--- config.mk ---
export PLATFORM = sky130hd
export DESIGN_NAME = converter_stream_error_flags
export DESIGN_NICKNAME = d
export VERILOG_FILES = /design/src/verilog/stream_flags_pkg.sv /design/src/verilog/converter_stream_error_flags.sv
export VERILOG_INCLUDE_DIRS = /design/src /design/src/verilog
export SDC_FILE = /design/constraint.sdc
export NUM_CORES = 1
export LEC_CHECK = 0
export CAP_MARGIN = 20
export CORE_MARGIN = 2
export CORE_UTILIZATION = 24
export CTS_CLUSTER_DIAMETER = 200
export DETAILED_ROUTE_END_ITERATION = 7
export DONT_BUFFER_PORTS = 1
export SYNTH_ARGS = -nofsm -noshare
export SYNTH_HDL_FRONTEND = slang
export SYNTH_SLANG_ARGS = --single-unit
--- constraint.sdc ---
create_clock -name mclk -period 6.5 [get_ports mclk]
set_input_delay 0.975 -clock mclk [delete_from_list [all_inputs] [get_ports mclk]]
set_output_delay 0.975 -clock mclk [all_outputs]
set_load 0.1 [all_outputs]
--- src/verilog/stream_flags_defs.svh ---
// constants for the stream error-flag block: offsets, fields, resets, timing
// assumes a 32-bit AXI4-Lite register window and a 100 MHz mclk
`ifndef STREAM_FLAGS_DEFS_SVH
`define STREAM_FLAGS_DEFS_SVH
`define ADDR_W          4
`define OFF_CTRL        4'h0
`define OFF_STATUS      4'h4
`define OFF_LEVEL       4'h8
`define CTRL_EN_LSB     0
`define CTRL_GAIN_LSB   4
`define CTRL_RESET      32'h0000_0017
`define FLAG_MISSING    0
`define FLAG_PACKET     1
`define FLAG_DROPPED    2
`define IN_DATA_W       16
`define GAIN_W          4
`define OUT_DATA_W      20
`define FIFO_DEPTH      16
`define FIFO_CNT_W      5
`define IN_PERIOD       4'h4
`define OUT_PERIOD      4'h4
`define PACKET_LEN      4'h4
`define RESP_OKAY       2'h0
`define RESP_SLVERR     2'h2
`endif

--- src/verilog/stream_flags_pkg.sv ---
// types shared by the stream error-flag block
// no surroundings assumed
package stream_flags_pkg;
    typedef logic [2:0] flag_vec_type;
endpackage

--- src/verilog/converter_stream_error_flags.sv ---
// stream error flags with full-growth gain stage, output fifo and AXI4-Lite registers
// assumes source and sink logic on mclk; reset pins arrive asynchronously
//
// Contract
// RULE1: flag missing input when no valid sample in a required cycle
// RULE2: after a miss, wait and resume only when valid input arrives
// RULE3: a missed sample changes no output value, only delays output
// RULE4: each flag sticks until cleared, disabled or datapath reset
// RULE5: flag packet error on early or absent last-sample marker
// RULE6: consumer must take each output sample in its cycle, else flag
// RULE7: after an untaken output sample, discard the next one, never stall
// RULE8: combined interrupt is the OR of the three flags
// RULE9: source gives signed samples, one integer bit, range -1.0 to below +1.0
// RULE10: keep full integer growth, no saturation or rescaling
// RULE11: flags cleared or disabled over the programming port with its own reset
// RULE12: disabled flag held low; cleared flag drops at next edge
`timescale 1ns/1ps
`include "stream_flags_defs.svh"

module sample_fifo #(
    parameter int WIDTH = 21,
    parameter int DEPTH = 16
) (
    input  wire logic                         mclk,
    input  wire logic                         sys_rst,
    input  wire logic                         flush,
    input  wire logic                         wrValid,
    output logic                              wrReady,
    input  wire logic [WIDTH-1:0]             wrData,
    output logic                              rdValid,
    input  wire logic                         rdReady,
    output logic [WIDTH-1:0]                  rdData,
    output logic [$clog2(DEPTH+1)-1:0]        level
);
    localparam int AW = $clog2(DEPTH);
    logic [WIDTH-1:0] mem [DEPTH];
    logic [AW-1:0]    wrPtr_q;
    logic [AW-1:0]    rdPtr_q;
    logic [AW:0]      count_q;
    logic             push;
    logic             pop;

    assign wrReady = (count_q != (AW+1)'(DEPTH));
    assign rdValid = (count_q != '0);
    assign push    = wrValid && wrReady;
    assign pop     = rdValid && rdReady;
    assign rdData  = mem[rdPtr_q];
    assign level   = count_q;

    always_ff @(posedge mclk)
    begin
        if (push)
            mem[wrPtr_q] <= wrData;
    end

    always_ff @(posedge mclk or posedge sys_rst)
    begin
        if (sys_rst)
        begin
            wrPtr_q <= '0;
            rdPtr_q <= '0;
            count_q <= '0;
        end
        else if (flush)
        begin
            wrPtr_q <= '0;
            rdPtr_q <= '0;
            count_q <= '0;
        end
        else
        begin
            if (push)
                wrPtr_q <= wrPtr_q + AW'(1);
            if (pop)
                rdPtr_q <= rdPtr_q + AW'(1);
            count_q <= count_q + (AW+1)'(push) - (AW+1)'(pop);
        end
    end
endmodule

module converter_stream_error_flags
    import stream_flags_pkg::*;
(
    input  wire logic                     mclk,
    input  wire logic                     sys_rst,
    input  wire logic                     datapath_reset_n,
    input  wire logic                     programming_reset_n,
    input  wire logic                     inValid,
    output logic                          inReady,
    input  wire logic [`IN_DATA_W-1:0]    inData,
    input  wire logic                     input_last_marker,
    output logic                          outValid,
    input  wire logic                     outReady,
    output logic [`OUT_DATA_W-1:0]        outData,
    output logic                          outLast,
    output logic                          missing_input_flag,
    output logic                          packet_length_error_flag,
    output logic                          dropped_output_flag,
    output logic                          combined_irq,
    input  wire logic [31:0]              s_axi_awaddr,
    input  wire logic                     s_axi_awvalid,
    output logic                          s_axi_awready,
    input  wire logic [31:0]              s_axi_wdata,
    input  wire logic [3:0]               s_axi_wstrb,
    input  wire logic                     s_axi_wvalid,
    output logic                          s_axi_wready,
    output logic [1:0]                    s_axi_bresp,
    output logic                          s_axi_bvalid,
    input  wire logic                     s_axi_bready,
    input  wire logic [31:0]              s_axi_araddr,
    input  wire logic                     s_axi_arvalid,
    output logic                          s_axi_arready,
    output logic [31:0]                   s_axi_rdata,
    output logic [1:0]                    s_axi_rresp,
    output logic                          s_axi_rvalid,
    input  wire logic                     s_axi_rready
);
    localparam int FW = `OUT_DATA_W + 1;

    // reset pin synchronisers, three stages, change taken when stages 2 and 3 agree
    logic [1:0]   sync1_q;
    logic [1:0]   sync2_q;
    logic [1:0]   sync3_q;
    logic [1:0]   pinLevel_q;
    logic         dpRst;
    logic         progRst;

    always_ff @(posedge mclk or posedge sys_rst)
    begin
        if (sys_rst)
        begin
            sync1_q    <= 2'h0;
            sync2_q    <= 2'h0;
            sync3_q    <= 2'h0;
            pinLevel_q <= 2'h0;
        end
        else
        begin
            sync1_q <= {programming_reset_n, datapath_reset_n};
            sync2_q <= sync1_q;
            sync3_q <= sync2_q;
            for (int i = 0; i < 2; i++)
                if (sync2_q[i] == sync3_q[i])
                    pinLevel_q[i] <= sync3_q[i];
        end
    end
    assign dpRst   = !pinLevel_q[0];
    assign progRst = !pinLevel_q[1];

    // registers
    logic [31:0]  ctrl_q;
    flag_vec_type flags_q;
    flag_vec_type flags_d;
    flag_vec_type flagSet;
    flag_vec_type flagClr;
    flag_vec_type flagEn;
    logic [`FIFO_CNT_W-1:0] fifoLevel;

    assign flagEn = ctrl_q[`CTRL_EN_LSB +: 3];

    // input side
    logic [3:0]   inCnt_q;
    logic [3:0]   inCnt_d;
    logic         waiting_q;
    logic         waiting_d;
    logic         reqCycle;
    logic         inAccept;
    logic [3:0]   pktCnt_q;
    logic         pktFinal;
    logic         fifoWrReady;
    logic signed [`OUT_DATA_W-1:0] scaled;

    assign reqCycle = (inCnt_q == 4'h0) || waiting_q;
    assign inAccept = inValid && inReady;
    assign pktFinal = (pktCnt_q == `PACKET_LEN - 4'h1);
    // full-width product, no clipping
    assign scaled   = `OUT_DATA_W'(signed'(inData))
                    * `OUT_DATA_W'(signed'(ctrl_q[`CTRL_GAIN_LSB +: `GAIN_W])); // RULE10

    always_comb
    begin
        waiting_d = reqCycle && !inAccept; // RULE2
        if (inAccept)
            inCnt_d = `IN_PERIOD - 4'h1;
        else if (inCnt_q != 4'h0)
            inCnt_d = inCnt_q - 4'h1;
        else
            inCnt_d = 4'h0;
    end

    always_ff @(posedge mclk or posedge sys_rst)
    begin
        if (sys_rst)
        begin
            inCnt_q   <= 4'h0;
            waiting_q <= 1'b0;
            inReady   <= 1'b0;
        end
        else if (dpRst)
        begin
            inCnt_q   <= 4'h0;
            waiting_q <= 1'b0;
            inReady   <= 1'b0;
        end
        else
        begin
            inCnt_q   <= inCnt_d;
            waiting_q <= waiting_d;
            // ready only in required cycles with room for one more
            inReady   <= (waiting_d || inCnt_d == 4'h0) && (fifoLevel < 5'(`FIFO_DEPTH - 1)); // RULE2
        end
    end

    always_ff @(posedge mclk or posedge sys_rst)
    begin
        if (sys_rst)
            pktCnt_q <= 4'h0;
        else if (dpRst)
            pktCnt_q <= 4'h0;
        else if (inAccept)
            pktCnt_q <= (pktFinal || input_last_marker) ? 4'h0 : pktCnt_q + 4'h1;
    end

    // output side
    logic         fifoRdValid;
    logic         fifoPop;
    logic [FW-1:0] fifoRdData;
    logic [3:0]   outCnt_q;
    logic         skipNext_q;
    logic         dropEvt;

    assign fifoPop = fifoRdValid && (outCnt_q == 4'h0);
    assign dropEvt = outValid && !outReady; // RULE6

    sample_fifo #(
        .WIDTH (FW),
        .DEPTH (`FIFO_DEPTH)
    ) u_fifo (
        .mclk    (mclk),
        .sys_rst (sys_rst),
        .flush   (dpRst),
        .wrValid (inAccept),
        .wrReady (fifoWrReady),
        .wrData  ({input_last_marker, scaled}), // RULE3
        .rdValid (fifoRdValid),
        .rdReady (fifoPop),
        .rdData  (fifoRdData),
        .level   (fifoLevel)
    );

    always_ff @(posedge mclk or posedge sys_rst)
    begin
        if (sys_rst)
        begin
            outCnt_q   <= 4'h0;
            skipNext_q <= 1'b0;
            outValid   <= 1'b0;
            outData    <= '0;
            outLast    <= 1'b0;
        end
        else if (dpRst)
        begin
            outCnt_q   <= 4'h0;
            skipNext_q <= 1'b0;
            outValid   <= 1'b0;
            outData    <= '0;
            outLast    <= 1'b0;
        end
        else
        begin
            if (fifoPop)
                outCnt_q <= `OUT_PERIOD - 4'h1;
            else if (outCnt_q != 4'h0)
                outCnt_q <= outCnt_q - 4'h1;
            // discarded sample is popped but never shown
            if (dropEvt)
                skipNext_q <= 1'b1; // RULE7
            else if (fifoPop)
                skipNext_q <= 1'b0;
            outValid <= fifoPop && !skipNext_q && !dropEvt; // RULE7
            if (fifoPop)
            begin
                outData <= fifoRdData[`OUT_DATA_W-1:0];
                outLast <= fifoRdData[FW-1];
            end
        end
    end

    // flags: set beats clear, disable and datapath reset beat both
    always_comb
    begin
        flagSet = '0;
        flagSet[`FLAG_MISSING] = reqCycle && !waiting_q && inReady && !inValid; // RULE1
        flagSet[`FLAG_PACKET]  = inAccept && (input_last_marker != pktFinal); // RULE5
        flagSet[`FLAG_DROPPED] = dropEvt; // RULE6
        flags_d = ((flags_q & ~flagClr) | flagSet) & flagEn; // RULE4 RULE12
        if (dpRst)
            flags_d = '0; // RULE4
    end

    always_ff @(posedge mclk or posedge sys_rst)
    begin
        if (sys_rst)
        begin
            flags_q      <= '0;
            combined_irq <= 1'b0;
        end
        else
        begin
            flags_q      <= flags_d;
            combined_irq <= |flags_d; // RULE8
        end
    end
    assign missing_input_flag       = flags_q[`FLAG_MISSING];
    assign packet_length_error_flag = flags_q[`FLAG_PACKET];
    assign dropped_output_flag      = flags_q[`FLAG_DROPPED];

    // AXI4-Lite slave
    logic         awHeld_q;
    logic         wHeld_q;
    logic [`ADDR_W-1:0] awAddr_q;
    logic [31:0]  wData_q;
    logic [3:0]   wStrb_q;
    logic         doWrite;

    assign doWrite = awHeld_q && wHeld_q && !s_axi_bvalid;
    assign flagClr = (doWrite && wStrb_q[0] && awAddr_q == `OFF_STATUS) ? wData_q[2:0] : 3'h0; // RULE11

    always_ff @(posedge mclk or posedge sys_rst)
    begin
        if (sys_rst)
        begin
            awHeld_q      <= 1'b0;
            wHeld_q       <= 1'b0;
            awAddr_q      <= '0;
            wData_q       <= '0;
            wStrb_q       <= 4'h0;
            s_axi_awready <= 1'b0;
            s_axi_wready  <= 1'b0;
            s_axi_bvalid  <= 1'b0;
            s_axi_bresp   <= `RESP_OKAY;
        end
        else
        begin
            s_axi_awready <= !awHeld_q && !(s_axi_awvalid && s_axi_awready) && !doWrite;
            s_axi_wready  <= !wHeld_q && !(s_axi_wvalid && s_axi_wready) && !doWrite;
            if (s_axi_awvalid && s_axi_awready)
            begin
                awHeld_q <= 1'b1;
                awAddr_q <= s_axi_awaddr[`ADDR_W-1:0];
            end
            if (s_axi_wvalid && s_axi_wready)
            begin
                wHeld_q  <= 1'b1;
                wData_q  <= s_axi_wdata;
                wStrb_q  <= s_axi_wstrb;
            end
            if (doWrite)
            begin
                awHeld_q     <= 1'b0;
                wHeld_q      <= 1'b0;
                s_axi_bvalid <= 1'b1;
                s_axi_bresp  <= (awAddr_q == `OFF_CTRL || awAddr_q == `OFF_STATUS) ? `RESP_OKAY : `RESP_SLVERR;
            end
            else if (s_axi_bready)
                s_axi_bvalid <= 1'b0;
        end
    end

    always_ff @(posedge mclk or posedge sys_rst)
    begin
        if (sys_rst)
            ctrl_q <= `CTRL_RESET;
        else if (progRst)
            ctrl_q <= `CTRL_RESET; // RULE11
        else if (doWrite && awAddr_q == `OFF_CTRL)
            for (int b = 0; b < 4; b++)
                if (wStrb_q[b])
                    ctrl_q[8*b +: 8] <= wData_q[8*b +: 8];
    end

    always_ff @(posedge mclk or posedge sys_rst)
    begin
        if (sys_rst)
        begin
            s_axi_arready <= 1'b0;
            s_axi_rvalid  <= 1'b0;
            s_axi_rdata   <= '0;
            s_axi_rresp   <= `RESP_OKAY;
        end
        else
        begin
            s_axi_arready <= !s_axi_rvalid && !(s_axi_arvalid && s_axi_arready);
            if (s_axi_arvalid && s_axi_arready)
            begin
                s_axi_rvalid <= 1'b1;
                s_axi_rresp  <= `RESP_OKAY;
                case (s_axi_araddr[`ADDR_W-1:0])
                    `OFF_CTRL:   s_axi_rdata <= ctrl_q;
                    `OFF_STATUS: s_axi_rdata <= {29'h0, flags_q};
                    `OFF_LEVEL:  s_axi_rdata <= {27'h0, fifoLevel};
                    default:
                    begin
                        s_axi_rdata <= 32'h0000_0000;
                        s_axi_rresp <= `RESP_SLVERR;
                    end
                endcase
            end
            else if (s_axi_rready)
                s_axi_rvalid <= 1'b0;
        end
    end
endmodule

# Yosys cells after proc, flatten, opt, wreduce, memory -nomap -nowiden
# Memories as Yosys holds them, arrays and structs flattened.
# Cells that the tools add are included.
# word_totals
ram_bits	336
output_inout_bits	68
ff_bits	177
n_memories	1
# classes
eq_ne	19
reduce_logical	62
n_lt_le_gt_ge	1
n_bitwise	4
mux	45
add_sub_neg	7
n_mul	1
# memory_table
name	depth	word_bits	rd	rd_ports_with_merged_regs	write_ports	line	text
u_fifo.mem	16	21	1	0	1	converter_stream_error_flags.sv:36	logic [WIDTH-1:0] mem [DEPTH];
# op_table
operator	count
$pmux 32 s3	1
$mux 32	2
$mux 4	13
$mux 20	2
$mux 8	4
$logic_and 1x1->1	26
$logic_not 4->1	5
$mul 16x4->20	1
$mux 1	18
$ne 2x1->1 const B	9
$logic_not 1->1	14
$add 4x1->4 const B	3
$eq 4x3->1 const B	2
$reduce_and 2->1	4
$reduce_bool 2->1	4
$reduce_bool 4->1	2
$sub 4x1->4 const B	2
$and 3x3->3	2
$mux 3	2
$ne 3x1->1 const B	2
$reduce_or 3->1	2
$add 5x1->5	1
$lt 5x4->1 const B	1
$mux 5	1
other kinds (11)	16

# Logic depth before layout (Yosys ltp)
# logic_depth
word_depth	11
depth_mapped	15
ltp_nobuf	13

# Cells and area by module
# From an unflattened synthesis, not the netlist that was laid out.
# hier_totals
hier_cells	1521
area_unflattened_um2	22394.0
# modules_own_cells
module	area_each_um2	n_inst	cells_each	seq_area_each_um2
sample_fifo	13715.7	1	713	10415.0
converter_stream_error_flags	8678.3	1	808	4058.9

# Worst setup path before layout
# No wires, ideal clock.
# synth_timing
kind	input to register
from	input inData[0]
to	memory u_fifo.mem[0][18] (data pin)
setup_ns	0.410
arrival_time_ns	4.867
slack_ns	1.223
required_ns	6.090
stages	11
path_cell_list	nand2b_1 -> fa_1 -> fa_1 -> inv_1 -> fa_1 -> ha_1 -> a211oi_1 -> o21a_1 -> or4_1 -> and3_1 -> a2111oi_1
# synth_between
elab_chain_len	1
# synth_rtl
element	line	text
start: declaration	converter_stream_error_flags.sv:90	input wire logic [`IN_DATA_W-1:0] inData,
$mul 16x4->20 (no source line)	n/a	
named net scaled[18]	converter_stream_error_flags.sv:171	logic signed [`OUT_DATA_W-1:0] scaled;
end: declaration	converter_stream_error_flags.sv:36	
# The timed path passes the listed nets, and every way through them passes these cells.

# Worst setup path after layout
# layout_timing
from	register ctrl_q[6]
to	memory u_fifo.mem[5][15] (data pin)
# layout_between
elab_chain_len	1
# layout_rtl
element	line	text
start: declaration	converter_stream_error_flags.sv:151	logic [31:0] ctrl_q;
start signal: assignment	converter_stream_error_flags.sv:373	ctrl_q <= `CTRL_RESET;
start signal: assignment	converter_stream_error_flags.sv:375	ctrl_q <= `CTRL_RESET;
start signal: indexed assignment	converter_stream_error_flags.sv:379	ctrl_q[8*b +: 8] <= wData_q[8*b +: 8];
$mul 16x4->20 (no source line)	n/a	
named net scaled[15]	converter_stream_error_flags.sv:171	
# The timed path passes the listed nets, and every way through them passes these cells.

==> results.md <==
Logic synthesis:
- Counting flops with a built-in enable in the synthesized netlist gives approximately 340.
- Of the synthesized area, sequential elements account for 0.653.
- The number of unique standard cell types used by synthesis is 62.
- The count of mapped cells out of synthesis is 1,374.
- The leading register cell type out of synthesis is edfxtp_1.
- The average cell area after synthesis is 16.1 um2.
- The cell area after synthesis is 0.0222 mm2.
- The register bit total from synthesis is 511.
- The Yosys step of the flow raised 0 warnings.
- After synthesis, the share of flip-flops with an asynchronous set or reset is 0.342.

Critical path:
- In this design, the critical path's most frequently occurring cell is fa_1.
- Data on the critical path is required at its endpoint by 6800 ps.
- The slowest stage cell on the critical path is dfrtp_1.
- The length in cells of the worst reg-to-reg path is 12.
- The largest stage delay on the critical path is 560 ps.
- The arrival time of the worst setup path is approximately 5200 ps.
- The gate family responsible for the most delay along the worst path is adder cells.
- The critical path class is flip-flop to flip-flop.
- Together, buffers and inverters on the worst path number 1.
- The signal on the critical path passes through nand2_1, fa_1, fa_1, inv_1, fa_1, ha_1, fa_1, a21oi_1, a2bb2oi_1, a211oi_1, or4b_1, nand3_1.
- Of all nets on the critical path, the largest fanout is 16.
- The number of cells on the critical path is 12.
- The startpoint class of the critical path is a flip-flop.
- The kind of capture point of the worst setup path is a flip-flop.

Finish:
- The number of non-filler instances in the completed layout is 2,650.
- After the last flow step, the layout net total stands at 1,633.
- The fraction of final layout cells with drive strength greater than 1 is 0.208.
- The area growth from synthesis to layout is 15.6%.
- Once layout is done, the placed cells without fillers occupy approximately 0.026 mm2.
- The number of fill cells is 9,011.
- The library cells used most frequently in the layout, excluding fill and tap cells, are 336 x edfxtp_1, 169 x dfrtp_1, 110 x nand2_1, 104 x mux4_2, 64 x nand3_1.
- Leaving out fill and tap cells, the most frequent cell in the layout is edfxtp_1.
- Summing all multi-input logic gate instances after layout gives 0.00726 mm2.
- In the final layout, flip-flops and latches occupy 0.0145 mm2.

GRT:
- The initial antenna violation count is 6.
- The first global-routing pass estimated 79.4 mm of wire.
- Entering global routing, the biggest net connects between 100 and 150 pins.
- Across every metal layer, demand over resource in global routing totals 0.110.
- The via count of the first global-routing pass came to roughly 12,000.
- The residual overflow from global routing is 0.

Timing:
- The relative slew slack is 0.249.
- Setup violations remaining at the end of the flow were counted as 0.
- The total negative setup slack is 0 ps.
- The slew at the pin closest to its max-slew limit is 1130 ps.
- The total count of max-transition violations in the final report is 0.
- Setup repair after global routing left no endpoint under its margin.
- Dividing the final minimum period by the clock period gives 0.756.
- The worst path setup slack after routing is between 1500 and 2000 ps.
- The hold violation count in the final report is 0.
- The highest clock frequency the design can meet is 0.203 GHz.
- The post-route clock skew is between 60 and 70 ps.
- The final critical-path required period is just under 5000 ps.

Flow run:
- The tool flagged a number of max-cap violations equal to 0.

Drt:
- The first-pass detailed-route iteration total is 5.
- The violation count after the first detailed-routing iteration is just under 1,000.
- The topmost layer with routed signal wires is met5.
- The remaining design rule violation count is 0.
- The count of vias placed by the detailed router is 11,800.
- Detailed routing placed a total of 3.83 mm of wire on met3.
- After detailed routing, the wire length on met1 is roughly 22 mm.
- Wires add up to 52.0 mm.
- In this run the remaining antenna-violating nets after routing total 0.
- In the final routed layout, each cell accounts on average for 19.6 um.
- The per-cell via count in the routed design is ~4.4.
- Summed over all nets, wire length on met2 after detailed routing comes to between 20 and 30 mm.

Clock network:
- Clock tree synthesis inserted a total of 54 buffers.
- Hold repair after CTS inserted 0 buffers.
- The CTS tree is built.
- Counting along the longest clock path gives a buffer depth of 3.
- Clock-pin slew was measured on the worst setup and hold paths at around 60 ps.
- The clock root buffer master is clkbuf_16.
- Once the clock tree was built, the resizer swapped 0 gates to a different size.
- Clock latency on the worst-skew pair, taken at its later pin, is 640 ps.
- The number of clock sinks is roughly 500.
- The H-tree was split into 2 levels.
- The number of post-CTS setup repair buffers is 0.

Placement:
- During placement, the flow inserted port buffers numbering 0.
- Routability-driven placement finished with a final weighted congestion of approximately 0.76.
- The total half-perimeter wirelength after legalization and detailed placement is 32.9 mm.
- Once placement finished, the instance area stood at 0.0237 mm2.
- The post-placement setup slack is 1140 ps.
- The placed cell count is 2,538.

Power and ir drop:
- The worst IR drop on VDD is around 0.3 mV.
- The power per cell area is 362 mW/mm2.
- For this design the static power due to leakage is between 9 and 10 nW.
- The final total power is 9.26 mW.

Die:
- The die is 308 um tall.
- The initial core utilization is 0.242.
- In this run the count of I/O pins placed on the die edge is 196.
- The area of the placeable core is slightly above 0.09 mm2.
- Measured along the x axis, the die boundary spans 308 um.
- The floorplan has between 100 and 150 rows.
- The die area is 0.0947 mm2.

Hold path:
- The worst min-delay path category is primary input to asynchronous set/reset pin.

Outcome:
- The run finished with clean final reports.
## synthesized netlist by cell type, drive strengths merged (34+ instances only)
library cell / count / area [um2]
dfrtp: 171 / 4280
nand3: 64 / 320
edfxtp: 336 / 10100
fa: 34 / 681
mux4: 105 / 2370
mux2: 42 / 473
inv: 37 / 139
ha: 53 / 663
and2: 52 / 325
nor2: 54 / 205
nand2: 110 / 413
clkbuf: 40 / 150
## worst register-to-register path, stage by stage (launching register included)
cell and delay [ps]:
dfrtp_1 560, nand2_1 130, fa_1 510, fa_1 500, inv_1 50, fa_1 440, ha_1 240, fa_1 470
a21oi_1 220, a2bb2oi_1 330, a211oi_1 200, or4b_1 550, nand3_1 450
## flip-flops by register name, indices dropped and copies added, names as in the netlist, 4 cells and up
register	count
outCnt_q	4
u_fifo.wrPtr_q	4
pktCnt_q	4
s_axi_rdata	32
ctrl_q	32
u_fifo.mem	336
awAddr_q	4
outData	20
wStrb_q	4
wData_q	32
u_fifo.level	5
inCnt_q	4
u_fifo.rdPtr_q	4
## cell families after synthesis
group / share of synthesized area
fa+ha+maj: 0.0616
buf+inv: 0.0210
simple gates: 0.0764
compound gates: 0.0463
flops: 0.653
mux: 0.131
xor+xnor: 0.00988
other cells: 0.000169
## power by group
group	internal (mW)	leakage (nW)	total, mW	switching (mW)
Sequential	3.81	5.30	4.70	0.892
Clock	1.77	0.886	3.10	1.33
Combinational	0.691	3.09	1.46	0.766
Total	6.27	9.28	9.26	2.99
## final timing paths
kind                                 start                 to  slack (ps)
worst min register to register  sync1_q[1]         sync2_q[1]         350
worst min-delay path               sys_rst       s_axi_rvalid         310
worst max register to register   ctrl_q[6]  u_fifo.mem[5][15]        1580
max in group asynchronous          sys_rst         wData_q[2]        4640
min in group mclk               sync1_q[1]         sync2_q[1]         350
worst max-delay path             ctrl_q[6]  u_fifo.mem[5][15]        1580
## cell type report
cell class,instances,area share
diodes,1,0.0000977
clock buffers,80,0.0613
clock inverters,21,0.00958
inverters,37,0.00572
multi-input cells,763,0.283
flip-flops and latches,511,0.565
well taps,1186,0.0580
repair buffers,51,0.0165
## metrics by stage
step | hold WS, ps | utilization
detailed placement | 340 | 0.259
global route | 349 | 0.280
floorplan | 331 | -
CTS | 348 | 0.279
global placement | 342 | 0.258
finish | 311 | 0.280
## layer usage
metal	vias up	track usage
met4	10	0.0245
li1	5274	-
met1	6135	0.139
met5	-	0
met3	68	0.0330
met2	305	0.185
Note: power is estimated with default switching activity, not from simulation.
